File: src/hdl/trig_pkg.sv
// constants and types for the converter start logic
// assumes a single system clock domain
// Overview of operation
// - trigger starts conversion only if mode field is 1011 and converter on
// - accepted trigger sets go/done, starting conversion as a software set would
// - same trigger clears the sixteen-bit counter to zero
// - converter off means trigger ignored, go/done unchanged, no conversion
// - counter still cleared on trigger while converter off
// - trigger source selectable at run time by ctrl bit 2, second (0) or first (1) compare unit
package trig_pkg;
    localparam logic [31:0] CTRL_OFFSET   = 32'h0000_0000;
    localparam logic [31:0] STATUS_OFFSET = 32'h0000_0004;
    localparam logic [31:0] COUNT_OFFSET  = 32'h0000_0008;
    localparam logic [3:0]  SPECIAL_EVENT_MODE = 4'hB;
    localparam int          CONV_CYCLES   = 12;
    localparam logic [31:0] CTRL_RESET    = 32'h0000_0000;
    localparam logic [1:0]  RESP_OKAY     = 2'h0;
    localparam logic [1:0]  RESP_SLVERR   = 2'h2;
    // ctrl fields
    localparam int CTRL_ON_BIT   = 0;
    localparam int CTRL_GO_BIT   = 1;
    localparam int CTRL_SRC_BIT  = 2;
    localparam int CTRL_MODE2_LO = 4;
    localparam int CTRL_MODE1_LO = 8;

    typedef struct packed {
        logic        pulse;
        logic [3:0]  mode;
    } compare_event_t;

    typedef enum logic [1:0] {
        IDLE,
        CONVERTING
    } conv_state_t;
endpackage

File: src/hdl/adc_special_event_trigger.sv
// converter start logic with axi4-lite control registers
// assumes the compare units and counter sit in the same clock domain
`timescale 1ns/1ps
module adc_special_event_trigger
    import trig_pkg::*;
#(
    parameter int CONV_LEN = CONV_CYCLES
)(
    input  wire logic        aclk,
    input  wire logic        aresetn,
    input  wire logic        first_compare_pulse,
    input  wire logic        second_compare_pulse,
    input  wire logic        conversion_done_in,
    input  wire logic [31:0] s_axi_awaddr,
    input  wire logic        s_axi_awvalid,
    output logic             s_axi_awready,
    input  wire logic [31:0] s_axi_wdata,
    input  wire logic [3:0]  s_axi_wstrb,
    input  wire logic        s_axi_wvalid,
    output logic             s_axi_wready,
    output logic [1:0]       s_axi_bresp,
    output logic             s_axi_bvalid,
    input  wire logic        s_axi_bready,
    input  wire logic [31:0] s_axi_araddr,
    input  wire logic        s_axi_arvalid,
    output logic             s_axi_arready,
    output logic [31:0]      s_axi_rdata,
    output logic [1:0]       s_axi_rresp,
    output logic             s_axi_rvalid,
    input  wire logic        s_axi_rready,
    output logic             go_done,
    output logic             conversion_start,
    output logic             counter_clear
);
    logic [31:0]    ctrl_reg;
    logic [15:0]    trig_count_reg;
    logic [7:0]     conv_cnt_reg;
    conv_state_t    state_reg;
    logic           start_conv;
    logic           clear_cnt;
    logic           sw_go;
    logic           conv_end;
    logic           aw_held_reg;
    logic           w_held_reg;
    logic [31:0]    awaddr_reg;
    logic [31:0]    wdata_reg;
    logic [3:0]     wstrb_reg;
    compare_event_t ev1;
    compare_event_t ev2;

    assign ev1 = '{pulse: first_compare_pulse, mode: ctrl_reg[CTRL_MODE1_LO +: 4]};
    assign ev2 = '{pulse: second_compare_pulse, mode: ctrl_reg[CTRL_MODE2_LO +: 4]};

    trig_qualify u_qual (
        .aclk           (aclk),
        .aresetn        (aresetn),
        .first_event    (ev1),
        .second_event   (ev2),
        .use_first_unit (ctrl_reg[CTRL_SRC_BIT]),
        .converter_on   (ctrl_reg[CTRL_ON_BIT]),
        .start_conv     (start_conv),
        .clear_counter  (clear_cnt)
    );

    // write channel capture
    wire do_write = aw_held_reg && w_held_reg && !s_axi_bvalid;

    always_ff @(posedge aclk) begin
        if (!aresetn) begin
            aw_held_reg <= 1'b0;
            awaddr_reg  <= 32'h0000_0000;
        end else if (s_axi_awvalid && s_axi_awready) begin
            aw_held_reg <= 1'b1;
            awaddr_reg  <= s_axi_awaddr;
        end else if (do_write) begin
            aw_held_reg <= 1'b0;
        end
    end

    always_ff @(posedge aclk) begin
        if (!aresetn) begin
            w_held_reg <= 1'b0;
            wdata_reg  <= 32'h0000_0000;
            wstrb_reg  <= 4'h0;
        end else if (s_axi_wvalid && s_axi_wready) begin
            w_held_reg <= 1'b1;
            wdata_reg  <= s_axi_wdata;
            wstrb_reg  <= s_axi_wstrb;
        end else if (do_write) begin
            w_held_reg <= 1'b0;
        end
    end

    always_ff @(posedge aclk) begin
        if (!aresetn) begin
            s_axi_awready <= 1'b0;
            s_axi_wready  <= 1'b0;
        end else begin
            s_axi_awready <= !aw_held_reg && !(s_axi_awvalid && s_axi_awready) && !s_axi_bvalid;
            s_axi_wready  <= !w_held_reg && !(s_axi_wvalid && s_axi_wready) && !s_axi_bvalid;
        end
    end

    always_ff @(posedge aclk) begin
        if (!aresetn) begin
            s_axi_bvalid <= 1'b0;
            s_axi_bresp  <= RESP_OKAY;
        end else if (do_write) begin
            s_axi_bvalid <= 1'b1;
            s_axi_bresp  <= (awaddr_reg[7:0] == CTRL_OFFSET[7:0]) ? RESP_OKAY : RESP_SLVERR;
        end else if (s_axi_bready) begin
            s_axi_bvalid <= 1'b0;
        end
    end

    // control register, go bit handled separately
    assign sw_go = do_write && awaddr_reg[7:0] == CTRL_OFFSET[7:0]
                   && wstrb_reg[0] && wdata_reg[CTRL_GO_BIT];

    always_ff @(posedge aclk) begin
        if (!aresetn) begin
            ctrl_reg <= CTRL_RESET;
        end else if (do_write && awaddr_reg[7:0] == CTRL_OFFSET[7:0]) begin
            for (int i = 0; i < 4; i++) begin
                if (wstrb_reg[i]) begin
                    ctrl_reg[i*8 +: 8] <= wdata_reg[i*8 +: 8];
                end
            end
        end
    end

    // conversion sequencer
    assign conv_end = conversion_done_in || conv_cnt_reg == 8'(CONV_LEN - 1);

    always_ff @(posedge aclk) begin
        if (!aresetn) begin
            state_reg        <= IDLE;
            go_done          <= 1'b0;
            conv_cnt_reg     <= 8'h00;
            conversion_start <= 1'b0;
        end else begin
            conversion_start <= 1'b0;
            case (state_reg)
                IDLE: begin
                    if ((start_conv || sw_go) && ctrl_reg[CTRL_ON_BIT]) begin
                        state_reg        <= CONVERTING;
                        go_done          <= 1'b1;
                        conversion_start <= 1'b1;
                        conv_cnt_reg     <= 8'h00;
                    end
                end
                CONVERTING: begin
                    conv_cnt_reg <= conv_cnt_reg + 8'h01;
                    if (conv_end || !ctrl_reg[CTRL_ON_BIT]) begin
                        state_reg <= IDLE;
                        go_done   <= 1'b0;
                    end
                end
                default: begin
                    state_reg <= IDLE;
                    go_done   <= 1'b0;
                end
            endcase
        end
    end

    always_ff @(posedge aclk) begin
        if (!aresetn) begin
            counter_clear  <= 1'b0;
            trig_count_reg <= 16'h0000;
        end else begin
            counter_clear <= clear_cnt;
            if (clear_cnt) begin
                trig_count_reg <= trig_count_reg + 16'h0001;
            end
        end
    end

    // read channel
    always_ff @(posedge aclk) begin
        if (!aresetn) begin
            s_axi_arready <= 1'b0;
            s_axi_rvalid  <= 1'b0;
            s_axi_rdata   <= 32'h0000_0000;
            s_axi_rresp   <= RESP_OKAY;
        end else begin
            s_axi_arready <= !s_axi_rvalid && !(s_axi_arvalid && s_axi_arready);
            if (s_axi_arvalid && s_axi_arready) begin
                s_axi_rvalid <= 1'b1;
                s_axi_rresp  <= RESP_OKAY;
                case (s_axi_araddr[7:0])
                    CTRL_OFFSET[7:0]:   s_axi_rdata <= {ctrl_reg[31:2], go_done, ctrl_reg[0]};
                    STATUS_OFFSET[7:0]: s_axi_rdata <= {30'h0, state_reg == CONVERTING, go_done};
                    COUNT_OFFSET[7:0]:  s_axi_rdata <= {16'h0000, trig_count_reg};
                    default: begin
                        s_axi_rdata <= 32'h0000_0000;
                        s_axi_rresp <= RESP_SLVERR;
                    end
                endcase
            end else if (s_axi_rready) begin
                s_axi_rvalid <= 1'b0;
            end
        end
    end
endmodule // adc_special_event_trigger

File: src/hdl/trig_qualify.sv
// trigger qualification for the special event
// assumes compare unit pulses are one cycle wide
`timescale 1ns/1ps
module trig_qualify
    import trig_pkg::*;
(
    input  wire logic           aclk,
    input  wire logic           aresetn,
    input  wire trig_pkg::compare_event_t first_event,
    input  wire trig_pkg::compare_event_t second_event,
    input  wire logic           use_first_unit,
    input  wire logic           converter_on,
    output logic                start_conv,
    output logic                clear_counter
);
    compare_event_t sel;

    always_comb begin
        sel = use_first_unit ? first_event : second_event;
    end

    always_ff @(posedge aclk) begin
        if (!aresetn) begin
            start_conv    <= 1'b0;
            clear_counter <= 1'b0;
        end else begin
            clear_counter <= sel.pulse && sel.mode == SPECIAL_EVENT_MODE;
            start_conv    <= sel.pulse && sel.mode == SPECIAL_EVENT_MODE
                             && converter_on;
        end
    end
endmodule // trig_qualify

File: config.mk
export PLATFORM = sky130hd
export DESIGN_NAME = adc_special_event_trigger
export DESIGN_NICKNAME = d
export VERILOG_FILES = /design/src/hdl/trig_pkg.sv /design/src/hdl/adc_special_event_trigger.sv /design/src/hdl/trig_qualify.sv
export SDC_FILE = /design/constraint.sdc
export NUM_CORES = 1
export LEC_CHECK = 0
export ABC_AREA = 1
export BUFFER_PORTS_ARGS = -buffer_cell sky130_fd_sc_hd__buf_2
export CAP_MARGIN = 40
export CORE_MARGIN = 2
export CORE_UTILIZATION = 55
export DETAILED_ROUTE_END_ITERATION = 10
export PLACE_DENSITY = 0.9
export SETUP_SLACK_MARGIN = 0.5
export SYNTH_ARGS = -nofsm -noshare
export SYNTH_HDL_FRONTEND = slang
export SYNTH_HIERARCHICAL = 1
export SYNTH_SLANG_ARGS = --single-unit
File: constraint.sdc
create_clock -name aclk -period 2.99 [get_ports aclk]
set_input_delay 0.598 -clock aclk [delete_from_list [all_inputs] [get_ports aclk]]
set_output_delay 0.598 -clock aclk [all_outputs]
set_load 0.03 [all_outputs]
==> out/qor.yml, run 1 <==
seq_area_frac_synth: 0.5189
async_flop_share: 0
critPathLaunchType: "register"
critPathCaptureType: "output pin"
tns_ns: 0
area_delta_synth_final_pct: 20.69
core_area_um2: 9819
cts_root_buf: "clkbuf_8"
vias: 4995
clkLatencyLatePin_ns: 0.53
place_congestion: 0.8635
grt_max_degree: 90
clk_pin_slew_worst_paths_ns: 0.07
io_buffer_count: 103
worst_pin_slew_ns: 0.7179
postCtsSetupBuffers: 0
viasPerCell: 5.134
final_cell_mix: "dfxtp_1, nand2_1, nor2_1, buf_2, o21ai_0"
syn-cell-area_um2: 5594
worst-path-buf-inv: 1
antenna_left: 0
diodes: 0
cts_max_level: 4
grt_pass1_wl_mm: 21.11
yosysUniqueCellTypes: 35
drv_slew: 0
period_needed_ns: 1.934
max_stage_delay_ns: 0.54
slew_headroom: 0.5214
die_w_um: 104.9
hp-class: "in -> reg"
crit_slowest_cell: "dfxtp_1"
initial_utilization: 0.5697
cap_violations: 0
synthFlopType: "dfxtp_1"
rsz0062_at_grt: "no"
hold_buffers: 0
final_cells: 973
final_net_count: 939
cts_tree: "done"
cp_data_required_time_ns: 2.39
first_iter_violations: 255
final-hold-violation-count: 0
cts_resized: 0
post-dp-hpwl_mm: 8.528
cts_sinks: 145
dp_cells: 941
route.detailed.wl_per_inst_um: 12.80
fmax_mhz: 517.2
drc: 0
crit_fanout: 8
drive_above_1_share: 0.1976
firstDrtPassIters: 5
power_density_nw_per_um2: 634.8
synth_area_per_cell_um2: 7.684
cp_data_arrival_time_ns: 1.34
crit_chain: "buf_2"
cts_inserted_buffers: 17
synth_seq_cells: 145
final_common_cell: "dfxtp_1"
finalSetupViolations: 0
synth_warnings: 6
finalCritPeriodShare: 0.6467
status: "completed"
io_pins: 154
clock_skew_ns: 0.01172
p_leak_uw: 0.002868
rows: 36
antenna_found_initial: 0
crit_family: "flip-flops"
peakVddDrop_mv: 0.3527
die-height_um: 104.9
synth_edf_count: 0
track_usage: 0.2360
routed_wl_mm: 12.45
grt_pass1_vias: 4699
synthCells: 728
cts_buffer_depth: 2
overflow: 0
dieArea_um2: 10990
crit_type: "reg -> out"
synth_stat cells (5+ instances only):
library cell	n	area, µm²
dfxtp_1	145	2903
nand2_1	117	439.2
nor2_1	111	416.7
o21ai_0	101	505.5
inv_1	75	281.5
a21oi_1	57	285.3
nand3_1	21	105.1
clkbuf_1	13	48.80
o21ai_1	11	55.05
buf_2	7	35.03
nand4_1	7	43.79
nor2_2	7	43.79
nor3_1	7	35.03
a22o_1	6	52.55
nand2_2	6	37.54
inv_2	5	18.77
area by class of cell:
class                      count  area, µm²
multi-input combinational    476       2262
clock buffer                  18      427.9
inverter                      80      300.3
tap                          133      166.4
sequential                   145       2903
clock inverter                14      146.4
timing repair buffer         107      545.5
fill                         829       3068
worst reg2reg max path: stages, from the launching register on:
cell and delay, ns:
dfxtp_1 0.35, inv_2 0.09, nand3_4 0.09, nor2_1 0.16
and2_1 0.30, nand2_1 0.23, o21ai_0 0.30, a21oi_1 0.07
cell families after synthesis:
logic type | after synthesis | synth area share
buffers and inverters | 108 | 0.07739
AO/OA/AOI/OAI | 182 | 0.1698
adder cells (fa/ha/maj) | 2 | 0.004473
AND/OR/NAND/NOR | 289 | 0.2272
XOR/XNOR | 1 | 0.001566
flip-flops | 145 | 0.5189
other | 1 | 0.0006703
metrics by stage:
stage	hold WS (ns)	instance area, µm²	setup WS, ns	utilization	power (µW)
floorplan	0.4282	5598	1.469	-	2213
global placement	0.4316	6177	1.062	0.6291	2288
detailed placement	0.4372	6177	0.9666	0.6291	2297
CTS	0.2525	6751	1.055	0.6876	4298
global route	0.2593	6751	0.9955	0.6876	4422
finish	0.2634	6751	1.056	0.6876	4286
report_power, final:
part | internal [µW] | switching [µW]
sequential | 1990 | 29.0
clock | 1150 | 875
combinational | 86.8 | 154
total | 3230 | 1060
path summary, 6_finish.rpt:
| path | start | to | slack [ns] | depth (start not counted) |
|---|---|---|---|---|
| worst max-delay path | go_done | go_done | 1.06 | 1 |
| worst min-delay path | s_axi_rready | s_axi_rvalid | 0.26 | 2 |
| worst max register to register | s_axi_bvalid | ctrl_reg[10] | 1.28 | 7 |
| worst min register to register | s_axi_rdata[1] | s_axi_rdata[1] | 0.45 | 2 |
per-layer routing:
metal | GRT usage | vias up | routed length (µm)
met2 | 0.4049 | 161 | 5977
li1 | - | 2557 | -
met5 | 0 | - | 0
met4 | 0.08286 | 0 | 248
met1 | 0.2813 | 2253 | 5449
met3 | 0.06862 | 24 | 776
(Power assumes the default switching activity.)
==> run 2, diff against run 1 <==
--- a/config.mk
+++ b/config.mk
@@ -9,9 +9,9 @@
 export BUFFER_PORTS_ARGS = -buffer_cell sky130_fd_sc_hd__buf_2
 export CAP_MARGIN = 40
 export CORE_MARGIN = 2
-export CORE_UTILIZATION = 55
+export CORE_UTILIZATION = 47
 export DETAILED_ROUTE_END_ITERATION = 10
-export PLACE_DENSITY = 0.9
+export PLACE_DENSITY = 0.83
 export SETUP_SLACK_MARGIN = 0.5
 export SYNTH_ARGS = -nofsm -noshare
 export SYNTH_HDL_FRONTEND = slang
==> constraint.sdc (replaced) <==
create_clock -name aclk -period 1.6 [get_ports aclk]
set_input_delay 0.32 -clock aclk [delete_from_list [all_inputs] [get_ports aclk]]
set_output_delay 0.32 -clock aclk [all_outputs]
set_load 0.03 [all_outputs]
==> run 2 against run 1 <==
  * Clock power rose by 95%
  * Combinational power rose by 140%
  * Register-to-register slack got worse by 1.1 ns
  * Power rose by 95%
  * Largest power group unchanged
  * Critical path depth rose by 6
  * Highest routed layer unchanged
  * The flow now finishes with violations (design-rule violations)
  * Sequential cell count did not move
  * Wire length rose by 22%
  * Clock skew fell by 0.0015 ns
  * Count of clock-buffer cells in the layout did not move
==> out/qor.yml, run 2 (synthesis gave the netlist of run 1 again) <==
final_net_count: 980
diodes: 0
cts_tree: "done"
r2r_end: "ctrl_reg[21]"
final-hold-violation-count: 0
drc: 9
track_usage: 0.2298
antenna_found_initial: 0
drive_above_1_share: 0.4109
overflow: 0
firstDrtPassIters: 9
max_stage_delay_ns: 0.32
min_to: "s_axi_rvalid"
rows: 39
dieArea_um2: 12790
power_density_nw_per_um2: 1025
grt_pass1_vias: 5114
critPathCaptureType: "register"
cts_max_level: 4
holdWs_ns: 0.1075
min-delay-start: "s_axi_rready"
cp_data_required_time_ns: 1.90
clk_pin_slew_worst_paths_ns: 0.06
drv_slew: 0
final_cell_mix: "nor2_1, dfxtp_1, nand2_1, inv_1, buf_2"
cts_buffer_depth: 2
cp_data_arrival_time_ns: 1.72
routed_wl_mm: 15.20
first_iter_violations: 355
area_delta_synth_final_pct: 45.38
hp-class: "in -> reg"
cap_violations: 0
die-height_um: 113.1
status: "finished with violations"
hold_buffers: 0
critPathLaunchType: "register"
rsz0062_at_grt: "yes"
period_needed_ns: 1.419
r2r_slack_ns: 0.18
final_common_cell: "nor2_1"
place_congestion: 0.7822
grt_max_degree: 87
r2r-start: "awaddr_reg[0]"
peakVddDrop_mv: 0.7246
antenna_left: 0
hold_depth: 2
io_pins: 154
crit_type: "reg -> reg"
finish.instance_area_um2: 8133
p_leak_uw: 0.003459
tns_ns: 0
post-dp-hpwl_mm: 8.835
clkLatencyLatePin_ns: 0.42
cts_root_buf: "clkbuf_16"
finalCritPeriodShare: 0.8871
ff2ff_path_depth: 7
crit_slowest_cell: "dfxtp_2"
grt_pass1_wl_mm: 23.38
violations: "design-rule violations"
vias: 5261
route.detailed.wl_per_inst_um: 14.84
cts_sinks: 145
crit_fanout: 8
fmax_mhz: 704.5
viasPerCell: 5.138
initial_utilization: 0.4858
core_area_um2: 11520
io_buffer_count: 103
cts_inserted_buffers: 17
finalSetupViolations: 0
placed_cell_area_um2: 6416
clock_skew_ns: 0.01022
die_w_um: 113.1
crit_chain: "nor2_2 -> nand2_2 -> nor2_4 -> and2_4 -> nand2_8 -> o21ai_2 -> a21oi_1"
==> run 2: final cells by class <==
class | instances | area (µm²)
fillers | 857 | 3383
flip-flops and latches | 145 | 2985
multi-input cells | 476 | 2834
repair buffers | 148 | 1230
clock buffers | 18 | 439.2
inverters | 80 | 314.1
well taps | 143 | 178.9
clock inverters | 14 | 151.4
==> run 2: how the worst max path moves through the flow <==
stage / start / to / slack (ns) / cells past startpoint
5_1_grt: awaddr_reg[6] / conv_cnt_reg[5] / 0.11 / 8
3_3_place_gp: s_axi_araddr[5] / s_axi_rdata[0] / 0.1 / 8
3_5_place_dp: trig_count_reg[0] / trig_count_reg[14] / 0.07 / 8
6_report: awaddr_reg[0] / ctrl_reg[21] / 0.18 / 7
4_1_cts: s_axi_bvalid / ctrl_reg[19] / 0.24 / 7
2_1_floorplan: trig_count_reg[0] / trig_count_reg[14] / 0.25 / 8
==> run 2: worst max-delay path, delay by kind of cell (launching register included) <==
| family | cells | cell delay, ns |
|---|---|---|
| flops | 1 | 0.32 |
| compound gates | 2 | 0.21 |
| simple gates | 5 | 0.78 |
==> run 2: metrics by stage <==
stage	utilization	std cells	total power [µW]	worst slack (ns)
2_1_floorplan	-	729	4156	0.2519
3_3_place_gp	0.5571	958	4312	0.09749
3_5_place_dp	0.5571	958	4328	0.07109
4_1_cts	0.6681	1011	8290	0.2422
5_1_grt	0.7062	1024	8621	0.1101
6_report	0.7062	1024	8338	0.1806
==> run 2: report_power, final <==
group / switching (µW) / internal (µW)
combinational: 347 / 233
clock: 1610 / 2360
sequential: 88.6 / 3710
==> run 2: per-layer routing <==
metal	routed length (µm)	GRT usage	vias to the layer above
li1	-	-	2649
met1	5999	0.2594	2434
met2	7975	0.4251	146
met3	860	0.05678	32
met4	365	0.07154	0
met5	0	0	-
==> run 2: what timing repair did <==
action / 4_1_cts / 5_1_grt
endpoints found under the hold margin: 0 / 0
gates resized for setup: 180 / 94
endpoints found under the setup margin: 156 / 171
pin swaps: 12 / 26
cloned: 0 / 2
setup buffers: 21 / 11
==> run 3, diff against run 2 <==
--- a/config.mk
+++ b/config.mk
@@ -8,10 +8,9 @@
 export ABC_AREA = 1
 export BUFFER_PORTS_ARGS = -buffer_cell sky130_fd_sc_hd__buf_2
 export CAP_MARGIN = 40
-export CORE_MARGIN = 2
 export CORE_UTILIZATION = 47
 export DETAILED_ROUTE_END_ITERATION = 10
-export PLACE_DENSITY = 0.83
+export PLACE_DENSITY = 0.76
 export SETUP_SLACK_MARGIN = 0.5
 export SYNTH_ARGS = -nofsm -noshare
 export SYNTH_HDL_FRONTEND = slang
==> run 3 against run 2 <==
  * Register-to-register slack hardly changed
  * Wire length is 2.8% lower
  * First-iteration DRC count is 6.5% higher
  * Sequential cell count stayed put
  * The flow still finishes with violations (design-rule violations)
  * Largest cell class unchanged
  * Clock skew is 0.0017 ns lower
  * Critical path type unchanged
==> out/qor.yml, run 3 (synthesis gave the netlist of run 1 again) <==
status: "finished with violations"
violations: "design-rule violations"
cap_violations: 0
grt_max_degree: 90
final-hold-violation-count: 0
hp-class: "in -> reg"
antenna_left: 0
clk_pin_slew_worst_paths_ns: 0.06
io_pins: 154
cp_data_arrival_time_ns: 1.73
dr_wl_met2_mm: 7.428
hold_depth: 2
maxUsedRoutingLayer: "met4"
power_density_nw_per_um2: 992.8
cts_max_level: 4
crit_slowest_cell: "dfxtp_4"
vias: 5288
max_stage_delay_ns: 0.36
worstSetupStartpoint: "trig_count_reg[0]"
pre_cts_slack_ns: 0.06672
rows: 39
finalCritPeriodShare: 0.8844
final.setup.worst_slack_ns: 0.1850
first_iter_violations: 378
rsz0062_at_grt: "yes"
core_area_um2: 11520
r2r-start: "trig_count_reg[0]"
final_cell_mix: "nor2_1, dfxtp_1, nand2_1, inv_1, buf_2"
r2r_slack_ns: 0.19
hold_buffers: 0
p_leak_uw: 0.003422
area_delta_synth_final_pct: 45.76
cts_buffer_depth: 2
finalSetupViolations: 0
io_buffer_count: 103
dieArea_um2: 12340
cts_tree: "done"
place_congestion: 0.8122
period_needed_ns: 1.415
cp_data_required_time_ns: 1.91
drive_above_1_share: 0.4247
track_usage: 0.2344
initial_utilization: 0.4858
cts_inserted_buffers: 17
crit_type: "reg -> reg"
peakVddDrop_mv: 0.7350
critPathCaptureType: "register"
overflow: 0
worst-path-buf-inv: 0
drc: 18
crit_fanout: 4
final_common_cell: "nor2_1"
tns_ns: 0
grt_pass1_wl_mm: 22.89
fmax_mhz: 706.7
firstDrtPassIters: 9
routed_wl_mm: 14.78
clkLatencyLatePin_ns: 0.42
clock_skew_ns: 0.008503
antenna_found_initial: 0
viasPerCell: 5.119
seqCellArea_um2: 2987
cts_root_buf: "clkbuf_16"
diodes: 0
die-height_um: 111.1
cts_sinks: 145
critPathLaunchType: "register"
drv_slew: 0
r2r_end: "trig_count_reg[14]"
final_net_count: 989
n_fill_cell: 864
grt_pass1_vias: 4846
crit_family: "simple AND/OR/NAND/NOR gates"
ff2ff_path_depth: 8
die_w_um: 111.1
route.detailed.wl_per_inst_um: 14.31
wl_met1_mm: 6.312
min-delay-start: "s_axi_rready"
route.met3.wl_um: 651
min_to: "s_axi_rvalid"
post-dp-hpwl_mm: 8.447
multi_input_area_um2: 2838
crit_chain: "ha_4 -> nand3_4 -> nor3_4 -> nand2_2 -> nor2_4 -> nand3_2 -> o21ai_1 -> nor2_1"
==> run 3: layout make-up <==
type | count | share of cell area
multi-input cells | 476 | 0.3480
clock inverters | 14 | 0.01596
clock buffers | 18 | 0.05263
inverters | 80 | 0.03913
well taps | 143 | 0.02194
repair buffers | 157 | 0.1561
flip-flops and latches | 145 | 0.3663
==> run 3: routing by layer <==
metal / vias to the layer above / track usage
met1: 2439 / 0.2750
met5: - / 0
li1: 2673 / -
met2: 144 / 0.4029
met4: 0 / 0.09459
met3: 32 / 0.06616
==> run 3: stage by stage <==
stage	area (µm²)	hold slack, ns	total power, µW	cells	utilization
after detailed placement	6424	0.4337	4323	959	0.5578
after global routing	8154	0.09174	8377	1033	0.7081
after floorplan	5774	0.4246	4156	729	-
after global placement	6424	0.4271	4314	959	0.5578
after CTS	7704	0.06953	8060	1017	0.6689
final	8154	0.08481	8095	1033	0.7081
==> run 3: worst max path at each step <==
stage	endpoint	depth (start not counted)
after global routing	trig_count_reg[14]	8
after global placement	s_axi_rdata[0]	8
after detailed placement	s_axi_rdata[0]	8
after floorplan	trig_count_reg[14]	8
final	trig_count_reg[14]	8
after CTS	ctrl_reg[15]	7
==> run 3: power by group <==
group	leakage (µW)	internal, µW	switching, µW	total (µW)
logic	0.00195	224	345	569
clock network	0.000265	2150	1580	3740
registers	0.00120	3710	81.0	3790
==> run 3: timing repair <==
action                                  CTS  global route
pin swaps                                22            24
setup buffers                            26            14
endpoints found under the setup margin  154           169
gates cloned                              0             2
resized for setup                       179            95
